<file path="src/logic/sxs_pkg.sv">
package sxs_pkg;
    // ****************************************************************
    // bus and data widths
    // ****************************************************************
    localparam int ADDR_W = 32;
    localparam int DATA_W = 16;
    localparam int IRQ_W = 6;

    // ****************************************************************
    // register offsets
    // ****************************************************************
    localparam logic [ADDR_W-1:0] OFF_IRQ_STATUS = 32'hFFFF_FF80;
    localparam logic [ADDR_W-1:0] OFF_IRQ_ENABLE = 32'hFFFF_FF84;
    localparam logic [ADDR_W-1:0] OFF_IRQ_CLEAR = 32'hFFFF_FF88;
    localparam logic [ADDR_W-1:0] OFF_EXC_CTRL = 32'hFFFF_FFE0;
    localparam logic [ADDR_W-1:0] OFF_RESET_CAUSE = 32'hFFFF_FFE4;
    localparam logic [ADDR_W-1:0] OFF_ABORT_CAUSE = 32'h0FFF_FFE8;
    localparam logic [ADDR_W-1:0] OFF_GLOBAL_SRC = 32'hFFFF_FFEC;
    localparam logic [ADDR_W-1:0] OFF_DEVICE_ID = 32'h0FFF_FFF0;
    localparam logic [ADDR_W-1:0] OFF_SOFT_FLAG = 32'h0FFF_FFF8;
    localparam logic [ADDR_W-1:0] OFF_SOFT_REQ = 32'h0FFF_FFFC;

    // ****************************************************************
    // field positions
    // ****************************************************************
    localparam int BIT_MAP_OVERLAP = 8;
    localparam int BIT_SW_RESET = 7;
    localparam int BIT_ADDR_ABORT = 15;
    localparam int BIT_MEM_ABORT = 14;
    localparam int BIT_PERIPH_VIOL = 13;
    localparam int BIT_SYS_ADDR = 7;
    localparam int BIT_SYS_ACC = 6;
    localparam int BIT_SOFT_FLAG = 0;
    localparam int RST_FIELD_HI = 15;
    localparam int RST_FIELD_LO = 14;
    localparam int KEY_HI = 15;
    localparam int KEY_LO = 8;
    localparam int MSG_HI = 7;
    localparam int MSG_LO = 0;

    // interrupt status bit positions
    localparam int IRQ_MAP = 0;
    localparam int IRQ_SOFTWARE_RESET_CAUSE_FLAG = 1;
    localparam int IRQ_ADDR = 2;
    localparam int IRQ_MEM = 3;
    localparam int IRQ_PERIPH = 4;
    localparam int IRQ_SOFT = 5;

    // ****************************************************************
    // values
    // ****************************************************************
    localparam logic [1:0] RST_FIELD_IDLE = 2'h1;
    localparam logic [7:0] SOFT_KEY = 8'h75;
    localparam logic [DATA_W-1:0] ZERO_WORD = 16'h0000;
    localparam logic [7:0] ZERO_BYTE = 8'h00;
    localparam logic [IRQ_W-1:0] ZERO_IRQ = 6'h00;

    // ****************************************************************
    // carriers
    // ****************************************************************
    typedef struct packed {
        logic [ADDR_W-1:0] addr;
        logic [DATA_W-1:0] wdata;
        logic wr;
        logic rd;
    } sxs_bus_s;

    typedef struct packed {
        logic user_mode;
        logic map_overlap;
        logic overlap_access;
        logic illegal_addr;
        logic prot_violation;
        logic periph_violation;
        logic sys_illegal_addr;
        logic sys_illegal_access;
    } sxs_evt_s;
endpackage

</file>
<file path="src/logic/sxs_exception_unit.sv">
// The address-and-strobe port is this design's own decision.
`timescale 1ns/1ps
// Notes on behaviour
// - overlapping memory bases set the map-overlap flag; touching the overlap resets.
// - a software reset request sets the software-reset cause flag.
// - cause flags clear on a written 0; a written 1 leaves them alone.
// - user-mode illegal address aborts and sets the address-abort flag.
// - user-mode unpermitted protected access aborts and sets the memory-abort flag.
// - user-mode peripheral rule violation aborts and sets the peripheral flag.
// - global source bits survive warm resets; only power-on or software clears.
// - system-detected illegal address sets the system address source bit.
// - system-detected illegal access sets the system access source bit.
// - a fixed 16-bit identification register; writes ignored.
// - correct key write sets the soft flag until software writes 0.
// - key 0x75 raises a software interrupt request in any mode.
// - the key field is write-only and reads as zero.
// - an 8-bit read/write message field passes data to the handler.
// - reset field reads 01; any other written value forces a global reset.
// - cause flags are zero at power-up and kept through warm resets.
module sxs_exception_unit #(
    parameter logic [15:0] IDENT_CODE = 16'hA5C3 // arbitrary value
) (
    // clock and power-on reset
    input wire logic i_clock,
    input wire logic i_rst_n,
    // register port
    input wire sxs_pkg::sxs_bus_s i_bus,
    output logic [sxs_pkg::DATA_W-1:0] o_rdata,
    // system events
    input wire sxs_pkg::sxs_evt_s i_evt,
    // outputs to the system
    output logic o_sys_reset,
    output logic o_abort,
    output logic o_soft_irq,
    output logic o_irq
);
    import sxs_pkg::*;

    // ****************************************************************
    // decode
    // ****************************************************************
    function automatic logic hit(input logic [ADDR_W-1:0] a, input logic [ADDR_W-1:0] off);
        return a == off;
    endfunction

    // clears bits written as 0, but a same-cycle set wins
    function automatic logic [DATA_W-1:0] w0c(input logic [DATA_W-1:0] cur,
                                               input logic wr,
                                               input logic [DATA_W-1:0] wd,
                                               input logic [DATA_W-1:0] set);
        return (wr ? (cur & wd) : cur) | set;
    endfunction

    wire logic wr_exc = i_bus.wr && hit(i_bus.addr, OFF_EXC_CTRL);
    wire logic wr_rcause = i_bus.wr && hit(i_bus.addr, OFF_RESET_CAUSE);
    wire logic wr_acause = i_bus.wr && hit(i_bus.addr, OFF_ABORT_CAUSE);
    wire logic wr_glb = i_bus.wr && hit(i_bus.addr, OFF_GLOBAL_SRC);
    wire logic wr_sflag = i_bus.wr && hit(i_bus.addr, OFF_SOFT_FLAG);
    wire logic wr_sreq = i_bus.wr && hit(i_bus.addr, OFF_SOFT_REQ);
    wire logic wr_ien = i_bus.wr && hit(i_bus.addr, OFF_IRQ_ENABLE);
    wire logic wr_iclr = i_bus.wr && hit(i_bus.addr, OFF_IRQ_CLEAR);

    // ****************************************************************
    // event qualification
    // ****************************************************************
    wire logic [1:0] rst_field = i_bus.wdata[RST_FIELD_HI:RST_FIELD_LO];
    wire logic sw_reset_req = wr_exc && (rst_field != RST_FIELD_IDLE);
    wire logic overlap_reset = i_evt.map_overlap && i_evt.overlap_access;
    wire logic addr_abort = i_evt.user_mode && i_evt.illegal_addr;
    wire logic mem_abort = i_evt.user_mode && i_evt.prot_violation;
    wire logic periph_abort = i_evt.user_mode && i_evt.periph_violation;
    wire logic key_ok = wr_sreq && (i_bus.wdata[KEY_HI:KEY_LO] == SOFT_KEY);

    // ****************************************************************
    // cause registers
    // ****************************************************************
    logic [DATA_W-1:0] rcause_reg;
    logic [DATA_W-1:0] acause_reg;
    logic [7:0] glb_reg;
    logic sflag_reg;
    logic [7:0] msg_reg;
    logic [IRQ_W-1:0] ista_reg;
    logic [IRQ_W-1:0] ien_reg;

    logic [DATA_W-1:0] rcause_set;
    logic [DATA_W-1:0] acause_set;
    logic [DATA_W-1:0] glb_set;

    always_comb begin
        rcause_set = ZERO_WORD;
        rcause_set[BIT_MAP_OVERLAP] = i_evt.map_overlap;
        rcause_set[BIT_SW_RESET] = sw_reset_req;
        acause_set = ZERO_WORD;
        acause_set[BIT_ADDR_ABORT] = addr_abort;
        acause_set[BIT_MEM_ABORT] = mem_abort;
        acause_set[BIT_PERIPH_VIOL] = periph_abort;
        glb_set = ZERO_WORD;
        glb_set[BIT_SYS_ADDR] = i_evt.sys_illegal_addr;
        glb_set[BIT_SYS_ACC] = i_evt.sys_illegal_access;
    end

    wire logic [DATA_W-1:0] rcause_mask = (16'h0001 << BIT_MAP_OVERLAP)
                                          | (16'h0001 << BIT_SW_RESET);
    wire logic [DATA_W-1:0] acause_mask = (16'h0001 << BIT_ADDR_ABORT)
                                          | (16'h0001 << BIT_MEM_ABORT)
                                          | (16'h0001 << BIT_PERIPH_VIOL);
    wire logic [DATA_W-1:0] glb_mask = (16'h0001 << BIT_SYS_ADDR) | (16'h0001 << BIT_SYS_ACC);

    wire logic [DATA_W-1:0] rcause_next =
        w0c(rcause_reg, wr_rcause, i_bus.wdata, rcause_set) & rcause_mask;
    wire logic [DATA_W-1:0] acause_next =
        w0c(acause_reg, wr_acause, i_bus.wdata, acause_set) & acause_mask;
    wire logic [DATA_W-1:0] glb_wide =
        w0c({ZERO_BYTE, glb_reg}, wr_glb, i_bus.wdata, glb_set) & glb_mask;
    wire logic sflag_next = (wr_sflag ? (sflag_reg & i_bus.wdata[BIT_SOFT_FLAG]) : sflag_reg)
                            | key_ok;
    wire logic [7:0] msg_next = wr_sreq ? i_bus.wdata[MSG_HI:MSG_LO] : msg_reg;

    // of the resets, only the power-on reset clears these; warm resets go out through o_sys_reset
    always_ff @(posedge i_clock or negedge i_rst_n) begin
        if (!i_rst_n) begin
            rcause_reg <= ZERO_WORD;
            acause_reg <= ZERO_WORD;
            glb_reg <= ZERO_BYTE;
            sflag_reg <= 1'b0;
            msg_reg <= ZERO_BYTE;
        end else begin
            rcause_reg <= rcause_next;
            acause_reg <= acause_next;
            glb_reg <= glb_wide[7:0];
            sflag_reg <= sflag_next;
            msg_reg <= msg_next;
        end
    end

    // ****************************************************************
    // interrupt status, enable and clear
    // ****************************************************************
    logic [IRQ_W-1:0] ievt;
    logic [IRQ_W-1:0] ista_next;

    always_comb begin
        ievt = ZERO_IRQ;
        ievt[IRQ_MAP] = i_evt.map_overlap;
        ievt[IRQ_SOFTWARE_RESET_CAUSE_FLAG] = sw_reset_req;
        ievt[IRQ_ADDR] = addr_abort;
        ievt[IRQ_MEM] = mem_abort;
        ievt[IRQ_PERIPH] = periph_abort;
        ievt[IRQ_SOFT] = key_ok;
    end

    // set wins over a write-one clear in the same cycle
    for (genvar g = 0; g < IRQ_W; g++) begin : g_ista
        assign ista_next[g] = ievt[g] | (ista_reg[g] & ~(wr_iclr & i_bus.wdata[g]));
    end

    wire logic [IRQ_W-1:0] ien_next = wr_ien ? i_bus.wdata[IRQ_W-1:0] : ien_reg;

    always_ff @(posedge i_clock or negedge i_rst_n) begin
        if (!i_rst_n) begin
            ista_reg <= ZERO_IRQ;
            ien_reg <= ZERO_IRQ;
        end else begin
            ista_reg <= ista_next;
            ien_reg <= ien_next;
        end
    end

    // ****************************************************************
    // read data
    // ****************************************************************
    logic [DATA_W-1:0] rd_mux;

    always_comb begin
        rd_mux = ZERO_WORD;
        if (hit(i_bus.addr, OFF_EXC_CTRL)) begin
            rd_mux[RST_FIELD_HI:RST_FIELD_LO] = RST_FIELD_IDLE;
        end else if (hit(i_bus.addr, OFF_RESET_CAUSE)) begin
            rd_mux = rcause_reg;
        end else if (hit(i_bus.addr, OFF_ABORT_CAUSE)) begin
            rd_mux = acause_reg;
        end else if (hit(i_bus.addr, OFF_GLOBAL_SRC)) begin
            rd_mux[7:0] = glb_reg;
        end else if (hit(i_bus.addr, OFF_DEVICE_ID)) begin
            rd_mux = IDENT_CODE;
        end else if (hit(i_bus.addr, OFF_SOFT_FLAG)) begin
            rd_mux[BIT_SOFT_FLAG] = sflag_reg;
        end else if (hit(i_bus.addr, OFF_SOFT_REQ)) begin
            rd_mux[MSG_HI:MSG_LO] = msg_reg;
        end else if (hit(i_bus.addr, OFF_IRQ_STATUS)) begin
            rd_mux[IRQ_W-1:0] = ista_reg;
        end else if (hit(i_bus.addr, OFF_IRQ_ENABLE)) begin
            rd_mux[IRQ_W-1:0] = ien_reg;
        end
    end

    wire logic [DATA_W-1:0] rdata_next = i_bus.rd ? rd_mux : ZERO_WORD;

    // ****************************************************************
    // output flops
    // ****************************************************************
    always_ff @(posedge i_clock or negedge i_rst_n) begin
        if (!i_rst_n) begin
            o_rdata <= ZERO_WORD;
            o_sys_reset <= 1'b0;
            o_abort <= 1'b0;
            o_soft_irq <= 1'b0;
            o_irq <= 1'b0;
        end else begin
            o_rdata <= rdata_next;
            o_sys_reset <= sw_reset_req | overlap_reset;
            o_abort <= addr_abort | mem_abort | periph_abort;
            o_soft_irq <= key_ok;
            o_irq <= |(ista_next & ien_next);
        end
    end
endmodule

</file>
<file path="config.mk">
export PLATFORM = sky130hd
export DESIGN_NAME = sxs_exception_unit
export DESIGN_NICKNAME = d
export VERILOG_FILES = /design/src/logic/sxs_pkg.sv /design/src/logic/sxs_exception_unit.sv
export SDC_FILE = /design/constraint.sdc
export NUM_CORES = 1
export LEC_CHECK = 0
export BUFFER_PORTS_ARGS = -buffer_cell sky130_fd_sc_hd__buf_4
export CAP_MARGIN = 20
export CORE_ASPECT_RATIO = 0.6
export CORE_MARGIN = 5
export CORE_UTILIZATION = 44
export CTS_CLUSTER_SIZE = 12
export DETAILED_ROUTE_END_ITERATION = 6
export PLACE_DENSITY_LB_ADDON = 0.2
export SLEW_MARGIN = 20
export SYNTH_ARGS = -nofsm -noshare
export SYNTH_HDL_FRONTEND = slang
export SYNTH_SLANG_ARGS = --single-unit
</file>
<file path="constraint.sdc">
create_clock -name i_clock -period 1.45 [get_ports i_clock]
set_clock_uncertainty 0.15 [all_clocks]
set_input_delay 0.29 -clock i_clock [delete_from_list [all_inputs] [get_ports i_clock]]
set_output_delay 0.29 -clock i_clock [all_outputs]
set_load 0.005 [all_outputs]
</file>
==> results.env, run 1 <==
CP_TOP_FAMILY='simple AND/OR/NAND/NOR gates'
OUTCOME='complete, but fails checks'
HOLD_DEPTH=2
CRITPATHMAXFANOUT=6
DIE_W_UM=102
SYNTH.YOSYS.SEQ_AREA_SHARE_PCT=50.7
WORST_HOLD_PATH_TYPE='in -> reg'
TRITONCTS='done'
INITIAL_CORE_UTIL_PCT=44.6
CLK_PATH_BUF_DEPTH=2
SYNTH-EDFF-COUNT=0
PIN_COUNT_OF_THE_BIGGEST_NET_ENTERING_GLOBAL_ROUTING=46
R2R_SLACK_NS=-0.06
DRT.ANTENNA.VIOLATING_NETS=0
WORST-ENDPOINT-REQUIRED_NS=1.49
LAYOUT_MIN_CYCLE_TIME_NS=2.30
VIA_COUNT=2513
PORT_BUFFERS=76
CTS_NUM_SINKS=45
GRT_FIRST_PASS_WIRELENGTH_MM=12.1
HPWL_MM=5.39
HOLD-PATH-ENDPOINT='glb_reg[6]$_DFF_PN0_'
MAX-SLEW-MARGIN-REL_PCT=63.2
POSTSYNTH.TOPFLOPCELL='sky130_fd_sc_hd__dfrtp_1'
DIE_HEIGHT_UM=65.0
VIAS_PER_CELL=5.95
VIOLATIONS='negative setup slack'
TIMING.CRITICAL_PATH.MODE_CELL='sky130_fd_sc_hd__buf_4'
SYNTH-SEQ-CELLS=45
SYNTH-WARNING-COUNT=0
CP_CELL_SEQUENCE='buf_4 -> nand4_1 -> or4_4 -> buf_4 -> buf_8 -> nor3_4 -> buf_6 -> a31oi_1 -> a22o_1 -> a2111o_1'
GRT_ANTENNA_BEFORE_REPAIR=0
GRT_PASS1_VIAS=2292
HTREE_LEVELS=2
CLK_ROOT_BUFFER_CELL='sky130_fd_sc_hd__clkbuf_8'
NUMBER_OF_MAXIMUM_CAPACITANCE_CONSTRAINT_VIOLATIONS=0
FINALMAXSLEWVIOLATIONS=0
WORST_SKEW_PAIR.LATE_LATENCY_NS=0.31
NUM_ANTENNA_CELLS=0
FP-ROW-COUNT=20
HP-START='i_evt[0]'
PERIOD_SHARE_PCT=158
POWER_LEAKAGE_nW=1.84
GP_ROUTABILITY_CONGESTION=0.899
YOSYSTOPAREACELLSHARE_PCT=50.7
ITERATION_0_DRC_MARKERS=243
WORST-SETUP-PATH-TYPE='in -> reg'
NUMBER_OF_ITERATIONS_IN_THE_FIRST_DETAILED_ROUTING_PASS=6
RSZ_0062_RAISED_AFTER_GLOBAL_ROUTING='true'
YS_ASYNC_RST_SHARE_PCT=100
CRITICAL_PATH.STARTPOINT_TYPE='input port'
DESIGN.DIE.AREA_UM2=6610
REPORT.FINAL.HOLD_VIOL_COUNT=0
DRT_WL_TOTAL_MM=8.98
VDD.IR_DROP.WORST_mV=0.459
SYNTH.TOP_CELLS.BY_AREA='sky130_fd_sc_hd__dfrtp_1 51%, sky130_fd_sc_hd__mux2_2 7.1%, sky130_fd_sc_hd__nand2_1 4.4%, sky130_fd_sc_hd__a21oi_1 3.2%, sky130_fd_sc_hd__nand3_1 2.5%'
DRT_DRC_VIOLATIONS_LEFT=0
TIMING.FINAL.SETUP_VIOLATIONS=44
CP.BUFFERS_INVERTERS=4
TIMING.RR.END='o_irq$_DFF_PN0_'
SHARE_OF_FINAL_LAYOUT_STANDARD_CELLS_STRONGER_THAN_DRIVE_STRENGTH_1_PCT=60.1
LARGEST_REGISTER_FFS=13
TRACK_USAGE_PCT=24.4
CPMAXSTAGEDELAYCELL='sky130_fd_sc_hd__or4_4'
CTS_BUFFERS=5
FINALNETCOUNT=415
SYNTHESIS.AREA_UM2=2220
POST-ROUTE-WORST-SETUP-SLACK_NS=-0.848
TIMING.RR.START='ista_reg[4]$_DFF_PN0_'
CP.ARRIVAL_NS=2.33
WORST_SLEW_PIN_SLEW_NS=0.552
CRIT_END_CATEGORY='register'
FF2FF_PATH_DEPTH=4
FLOORPLAN.IO_PINS=80
WIRE_PER_INST_UM=21.3
AREAGROWTHSYNTHTOFINISH_PCT=75.3
POSTSYNTHAREAPERCELL_UM2=10.3
GLOBALROUTE.TOTALOVERFLOW=0
CPPEAKSTAGEDELAY_NS=0.51
SETUP-TNS-FINAL_NS=-24.62
POWER.DENSITY_CELL_AREA_nW_PER_UM2=670
TIMING.FMAX_MHz=435
POST_SYNTH_INST_COUNT=215
YOSYS.AREA.TOP_TYPE='sky130_fd_sc_hd__dfrtp_1'
SYNTHDISTINCTLIBCELLS=47
CP_NUM_CELLS=10
CORE_AREA_UM2=4980
CLKSLEWWORSTSETUPHOLDPATHS_NS=0.08
TIMING.HOLD.WS_NS=0.0159
metrics by stage:
| stage | area [um^2] | power (mW) | setup WS [ns] | instances | util (%) |
|---|---|---|---|---|---|
| after floorplan | 2300 | 1.36 | -1.09 | 217 | - |
| after global placement | 3250 | 1.60 | -1.12 | 396 | 65.3 |
| after global routing | 3890 | 2.68 | -0.895 | 422 | 78.2 |
| after detailed placement | 3250 | 1.60 | -1.18 | 396 | 65.3 |
| final | 3890 | 2.61 | -0.848 | 422 | 78.2 |
| after CTS | 3710 | 2.56 | -0.803 | 413 | 74.5 |
routing by layer:
layer | part of all wire (%) | vias up | wire (um) | global-route usage (%)
li1 | - | 1073 | - | -
met1 | 39 | 1193 | 3460 | 33.2
met2 | 46 | 195 | 4110 | 36.9
met3 | 12 | 52 | 1040 | 8.39
met4 | 4.2 | 0 | 376 | 6.97
met5 | 0 | - | 0 | 0
cell usage after synthesis, types with 2 or more instances:
| cell type | instances |
|---|---|
| sky130_fd_sc_hd__or4_1 | 6 |
| sky130_fd_sc_hd__buf_4 | 3 |
| sky130_fd_sc_hd__nor4_1 | 4 |
| sky130_fd_sc_hd__nand3b_1 | 2 |
| sky130_fd_sc_hd__clkbuf_1 | 5 |
| sky130_fd_sc_hd__or3_1 | 5 |
| sky130_fd_sc_hd__nor3_1 | 2 |
| sky130_fd_sc_hd__a31oi_1 | 7 |
| sky130_fd_sc_hd__a21o_1 | 3 |
| sky130_fd_sc_hd__inv_1 | 8 |
| sky130_fd_sc_hd__nand2b_1 | 5 |
| sky130_fd_sc_hd__a21oi_1 | 14 |
| sky130_fd_sc_hd__nand2_1 | 26 |
| sky130_fd_sc_hd__nor2_1 | 5 |
| sky130_fd_sc_hd__nand3_1 | 11 |
| sky130_fd_sc_hd__nor4_2 | 2 |
| sky130_fd_sc_hd__mux2_2 | 14 |
| sky130_fd_sc_hd__buf_2 | 2 |
| sky130_fd_sc_hd__nand4_1 | 7 |
| sky130_fd_sc_hd__a22o_1 | 6 |
| sky130_fd_sc_hd__o21ai_0 | 8 |
| sky130_fd_sc_hd__dfrtp_1 | 45 |
worst max path at each step:
stage          startpoint         endpoint  slack, ns
3_5_place_dp    i_bus[27]  o_irq$_DFF_PN0_      -1.18
2_1_floorplan   i_bus[27]  o_irq$_DFF_PN0_      -1.09
6_report        i_bus[27]  o_irq$_DFF_PN0_      -0.85
3_3_place_gp    i_bus[27]  o_irq$_DFF_PN0_      -1.12
5_1_grt         i_bus[29]  o_irq$_DFF_PN0_      -0.90
4_1_cts         i_bus[25]  o_irq$_DFF_PN0_      -0.80
worst register-to-register path: cells and delay by family, from the launching register on:
| family | cells | cell delay [ns] |
|---|---|---|
| AOI/OAI and AO/OA | 4 | 0.84 |
| DFF | 1 | 0.40 |
layout by cell type, fill, tap and decap left out, types with 5 or more instances in the layout:
cell type	n
sky130_fd_sc_hd__buf_6	28
sky130_fd_sc_hd__a21oi_1	6
sky130_fd_sc_hd__nand4_1	7
sky130_fd_sc_hd__or4_4	5
sky130_fd_sc_hd__clkbuf_8	5
sky130_fd_sc_hd__mux2_4	13
sky130_fd_sc_hd__buf_4	110
sky130_fd_sc_hd__nand3_1	9
sky130_fd_sc_hd__a22o_1	6
sky130_fd_sc_hd__nand2_1	19
sky130_fd_sc_hd__a21oi_2	8
sky130_fd_sc_hd__inv_1	6
sky130_fd_sc_hd__dfrtp_1	45
cell families (layout without fill, tap and decap cells):
group,Yosys count,count (layout),synth area share [%]
AO/OA/AOI/OAI,49,49,14.6
other,1,3,0.169
multiplexers,14,14,7.10
flip-flops,45,45,50.7
buffers and inverters,18,157,3.66
AND/OR/NAND/NOR,88,88,23.8
final cells by class:
type                       instances  area (um^2)
tap                               66         82.6
inverter                           8         30.0
fill                             304         1090
multi-input combinational        154         1350
timing repair buffer             141         1190
clock buffer                       6         72.6
sequential                        45         1130
clock inverter                     2         38.8
what timing repair did:
action | CTS | global route
setup buffers | 8 | 10
resized for setup | 64 | 29
hold buffers | 1 | 0
cloned | 1 | 0
pin swaps | 15 | 17
setup endpoints to repair | 44 | 44
endpoints found under the hold margin | 45 | 0
power breakdown:
group	leakage (nW)	switching, mW	total [mW]	internal, mW
Combinational	1.21	0.174	0.369	0.195
Sequential	0.568	0.0113	1.28	1.27
Clock	0.0554	0.444	0.961	0.518
Note: power is estimated with default switching activity, not from simulation.
==> run 2, diff against run 1 <==
--- a/config.mk
+++ b/config.mk
@@ -6,4 +6,5 @@
 export NUM_CORES = 1
 export LEC_CHECK = 0
+export ABC_CLOCK_PERIOD_IN_PS = 1450
 export BUFFER_PORTS_ARGS = -buffer_cell sky130_fd_sc_hd__buf_4
 export CAP_MARGIN = 20
==> constraint.sdc (replaced) <==
create_clock -name i_clock -period 1.45 [get_ports i_clock]
set_clock_uncertainty 0.15 [all_clocks]
set_input_delay 0.0725 -clock i_clock [delete_from_list [all_inputs] [get_ports i_clock]]
set_output_delay 0.0725 -clock i_clock [all_outputs]
set_load 0.005 [all_outputs]
==> results.env, run 2 (same netlist as run 1, synthesis figures left out) <==
SHARE_OF_FINAL_LAYOUT_STANDARD_CELLS_STRONGER_THAN_DRIVE_STRENGTH_1_PCT=53.1  # was 60.1%
FINISH.INSTANCE_AREA_UM2=3920  # was 3890 um^2
POST-ROUTE-WORST-SETUP-SLACK_NS=-0.663  # was -0.848 ns
DIE_HEIGHT_UM=65.0  # unchanged
FINALMAXSLEWVIOLATIONS=0  # unchanged
P_INT_mW=1.87  # was 1.98 mW
NUM_ANTENNA_CELLS=0  # unchanged
TIMING.CRITICAL_PATH.MODE_CELL='sky130_fd_sc_hd__or4_4'  # was sky130_fd_sc_hd__buf_4
POWER.SEQUENTIAL.FRACTION_PCT=50.9  # was 49.0%
HP-START='i_bus[11]'  # was i_evt[0]
WORST_SKEW_PAIR.LATE_LATENCY_NS=0.30  # was 0.31 ns
TIMING.HOLD.WS_NS=-0.0587  # was 0.0159 ns
LARGEST_REGISTER_FFS=13  # unchanged
CPMAXSTAGEDELAYCELL='sky130_fd_sc_hd__or4_4'  # unchanged
CRIT_END_CATEGORY='register'  # unchanged
VIOLATIONS='negative hold slack, negative setup slack'  # was negative setup slack
GLOBALROUTE.TOTALOVERFLOW=0  # unchanged
AREAGROWTHSYNTHTOFINISH_PCT=76.5  # was 75.3%
HPWL_MM=5.58  # was 5.39 mm
PIN_COUNT_OF_THE_BIGGEST_NET_ENTERING_GLOBAL_ROUTING=46  # unchanged
PORT_BUFFERS=76  # unchanged
DIE_W_UM=102  # unchanged
ITERATION_0_DRC_MARKERS=244  # was 243
DESIGN.DIE.AREA_UM2=6610  # unchanged
TRITONCTS='done'  # unchanged
VIAS_PER_CELL=5.64  # was 5.95
CLKSLEWWORSTSETUPHOLDPATHS_NS=0.09  # was 0.08 ns
HOLD-PATH-ENDPOINT='ista_reg[5]$_DFF_PN0_'  # was glb_reg[6]$_DFF_PN0_
DRT_WL_TOTAL_MM=8.44  # was 8.98 mm
FINALNETCOUNT=430  # was 415
CLK_ROOT_BUFFER_CELL='sky130_fd_sc_hd__clkbuf_8'  # unchanged
GRT_FIRST_PASS_WIRELENGTH_MM=12.4  # was 12.1 mm
WORST_SLEW_PIN_SLEW_NS=0.562  # was 0.552 ns
TRACK_USAGE_PCT=24.5  # was 24.4%
NUMBER_OF_ITERATIONS_IN_THE_FIRST_DETAILED_ROUTING_PASS=5  # was 6
PERIOD_SHARE_PCT=146  # was 158%
CTS_NUM_SINKS=45  # unchanged
POWER.DENSITY_CELL_AREA_nW_PER_UM2=638  # was 670 nW/um^2
RSZ_0062_RAISED_AFTER_GLOBAL_ROUTING='true'  # unchanged
WIRE_PER_INST_UM=19.3  # was 21.3 um
HTREE_LEVELS=2  # unchanged
NETSWITCHINGPOWER_mW=0.627  # was 0.629 mW
TIMING.RR.END='o_irq$_DFF_PN0_'  # unchanged
POWER.SHARE.CLOCK_PCT=33.3  # was 36.9%
REPORT.FINAL.HOLD_VIOL_COUNT=2  # was 0
MAX-SLEW-MARGIN-REL_PCT=62.0  # was 63.2%
HOLD_DEPTH=4  # was 2
CP.ARRIVAL_NS=2.18  # was 2.33 ns
FILL_CELLS=307  # was 304
VIA_COUNT=2465  # was 2513
P_SW_SHARE_PCT=25.1  # was 24.1%
TIMING.FINAL.SETUP_VIOLATIONS=42  # was 44
DRT_DRC_VIOLATIONS_LEFT=0  # unchanged
FF2FF_PATH_DEPTH=3  # was 4
GP_ROUTABILITY_CONGESTION=0.966  # was 0.899
CRITICAL_PATH.STARTPOINT_TYPE='input port'  # unchanged
FP-ROW-COUNT=20  # unchanged
CLK_PATH_BUF_DEPTH=2  # unchanged
LAYOUT_MIN_CYCLE_TIME_NS=2.11  # was 2.30 ns
GRT_ANTENNA_BEFORE_REPAIR=0  # unchanged
CPPEAKSTAGEDELAY_NS=0.49  # was 0.51 ns
INITIAL_CORE_UTIL_PCT=44.6  # unchanged
VDD.IR_DROP.WORST_mV=0.481  # was 0.459 mV
CORE_AREA_UM2=4980  # unchanged
CTS_BUFFERS=5  # unchanged
POSTPLACECELLAREA_UM2=3220  # was 3250 um^2
OUTCOME='complete, but fails checks'  # unchanged
GRT_PASS1_VIAS=2474  # was 2292
CP_CELL_SEQUENCE='buf_6 -> nand4_1 -> buf_4 -> or4_4 -> or3_4 -> or4_4 -> or2_0 -> a21oi_2'  # was buf_4 -> nand4_1 -> or4_4 -> buf_4 -> buf_8 -> nor3_4 -> buf_6 -> a31oi_1 -> a22o_1 -> a2111o_1
P_COMB_SHARE_PCT=15.7  # was 14.1%
TIMING.FMAX_MHz=473  # was 435 MHz
R2R_SLACK_NS=-0.07  # was -0.06 ns
CRITPATHMAXFANOUT=3  # was 6
WORST_HOLD_PATH_TYPE='in -> reg'  # unchanged
CTS_HOLD_REPAIR.BUFFERS=25  # was 1
POWER_LEAKAGE_nW=1.85  # was 1.84 nW
WORST-ENDPOINT-REQUIRED_NS=1.52  # was 1.49 ns
TIMING.RR.START='ien_reg[0]$_DFF_PN0_'  # was ista_reg[4]$_DFF_PN0_
MOSTFREQUENTLAYOUTCELLS='114 x sky130_fd_sc_hd__buf_4, 45 x sky130_fd_sc_hd__dfrtp_1, 25 x sky130_fd_sc_hd__dlygate4sd3_1'  # was 110 x sky130_fd_sc_hd__buf_4, 45 x sky130_fd_sc_hd__dfrtp_1, 28 x sky130_fd_sc_hd__buf_6
DPL_WORST_SLACK_NS=-0.991  # was -1.18 ns
FLOORPLAN.IO_PINS=80  # unchanged
DRT.ANTENNA.VIOLATING_NETS=0  # unchanged
WORST-SETUP-PATH-TYPE='in -> reg'  # unchanged
MOSTFREQUENTLAYOUTCELL='sky130_fd_sc_hd__buf_4'  # unchanged
NUMBER_OF_MAXIMUM_CAPACITANCE_CONSTRAINT_VIOLATIONS=0  # unchanged
-- run 2: cell count changes in the layout (fill, tap and decap cells not counted), sizes merged --
cell | previous run | this run
dlygate4sd3 | 1 | 25
buf | 139 | 131
bufinv | 1 | 0
clkbuf | 7 | 6
clkinv | 1 | 2
-- run 2: metal layers --
metal	global-route usage, %	up-vias	share of wire [%]
met5	0	-	0
met4	4.48	0	0.33
met3	6.13	8	10
met2	37.7	147	47
met1	35.4	1207	43
li1	-	1103	-
-- run 2: critical path: cells and delay by family --
family	cells	cell delay, ns
and+or+nand+nor	5	1.68
buffers and inverters	2	0.23
AOI/OAI and AO/OA	1	0.19
-- run 2: timing repair --
action / CTS / global route
setup buffers: 5 / 6
setup endpoints to repair: 40 / 44
cloned: 0 / 0
hold endpoints to repair: 78 / 2
pin swaps: 13 / 13
gates resized for setup: 43 / 25
-- run 2: per-stage QoR --
step	hold slack (ns)	power, mW	std cells	utilization, %	TNS, ns
6_report	-0.0587	2.50	437	78.7	-14.04
5_1_grt	-0.0580	2.58	437	78.7	-15.17
4_1_cts	-0.0672	2.48	432	75.9	-11.42
3_5_place_dp	-0.0442	1.59	394	64.7	-27.55
3_3_place_gp	-0.0469	1.59	394	64.7	-27.32
2_1_floorplan	-0.373	1.36	217	-	-16.78
-- run 2: cell type report --
cell class	instances	area [um^2]	share of cell area, %
Tap cell	66	82.6	2.11
Multi-Input combinational cell	154	1290	32.8
Clock inverter	2	13.8	0.351
Inverter	8	30.0	0.766
Timing Repair Buffer	156	1300	33.1
Clock buffer	6	82.6	2.11
Sequential cell	45	1130	28.7
-- run 2: power groups by stage --
| stage | sequential [mW] | clock [mW] | combinational [mW] |
|---|---|---|---|
| finish | 1.27 | 0.834 | 0.394 |
| global route | 1.27 | 0.888 | 0.421 |
| CTS | 1.27 | 0.839 | 0.367 |
| detailed placement | 1.30 | 0 | 0.296 |
| global placement | 1.30 | 0 | 0.290 |
| floorplan | 1.30 | 0 | 0.0681 |
-- run 2: how the worst max path moves through the flow --
stage,from,endpoint,slack (ns)
after CTS,i_bus[27],o_irq$_DFF_PN0_,-0.55
after global routing,i_bus[29],o_irq$_DFF_PN0_,-0.69
after global placement,i_bus[27],o_irq$_DFF_PN0_,-0.93
after floorplan,i_bus[27],o_irq$_DFF_PN0_,-0.87
final,i_bus[27],o_rdata[0]$_DFF_PN0_,-0.66
after detailed placement,i_bus[28],o_irq$_DFF_PN0_,-0.99
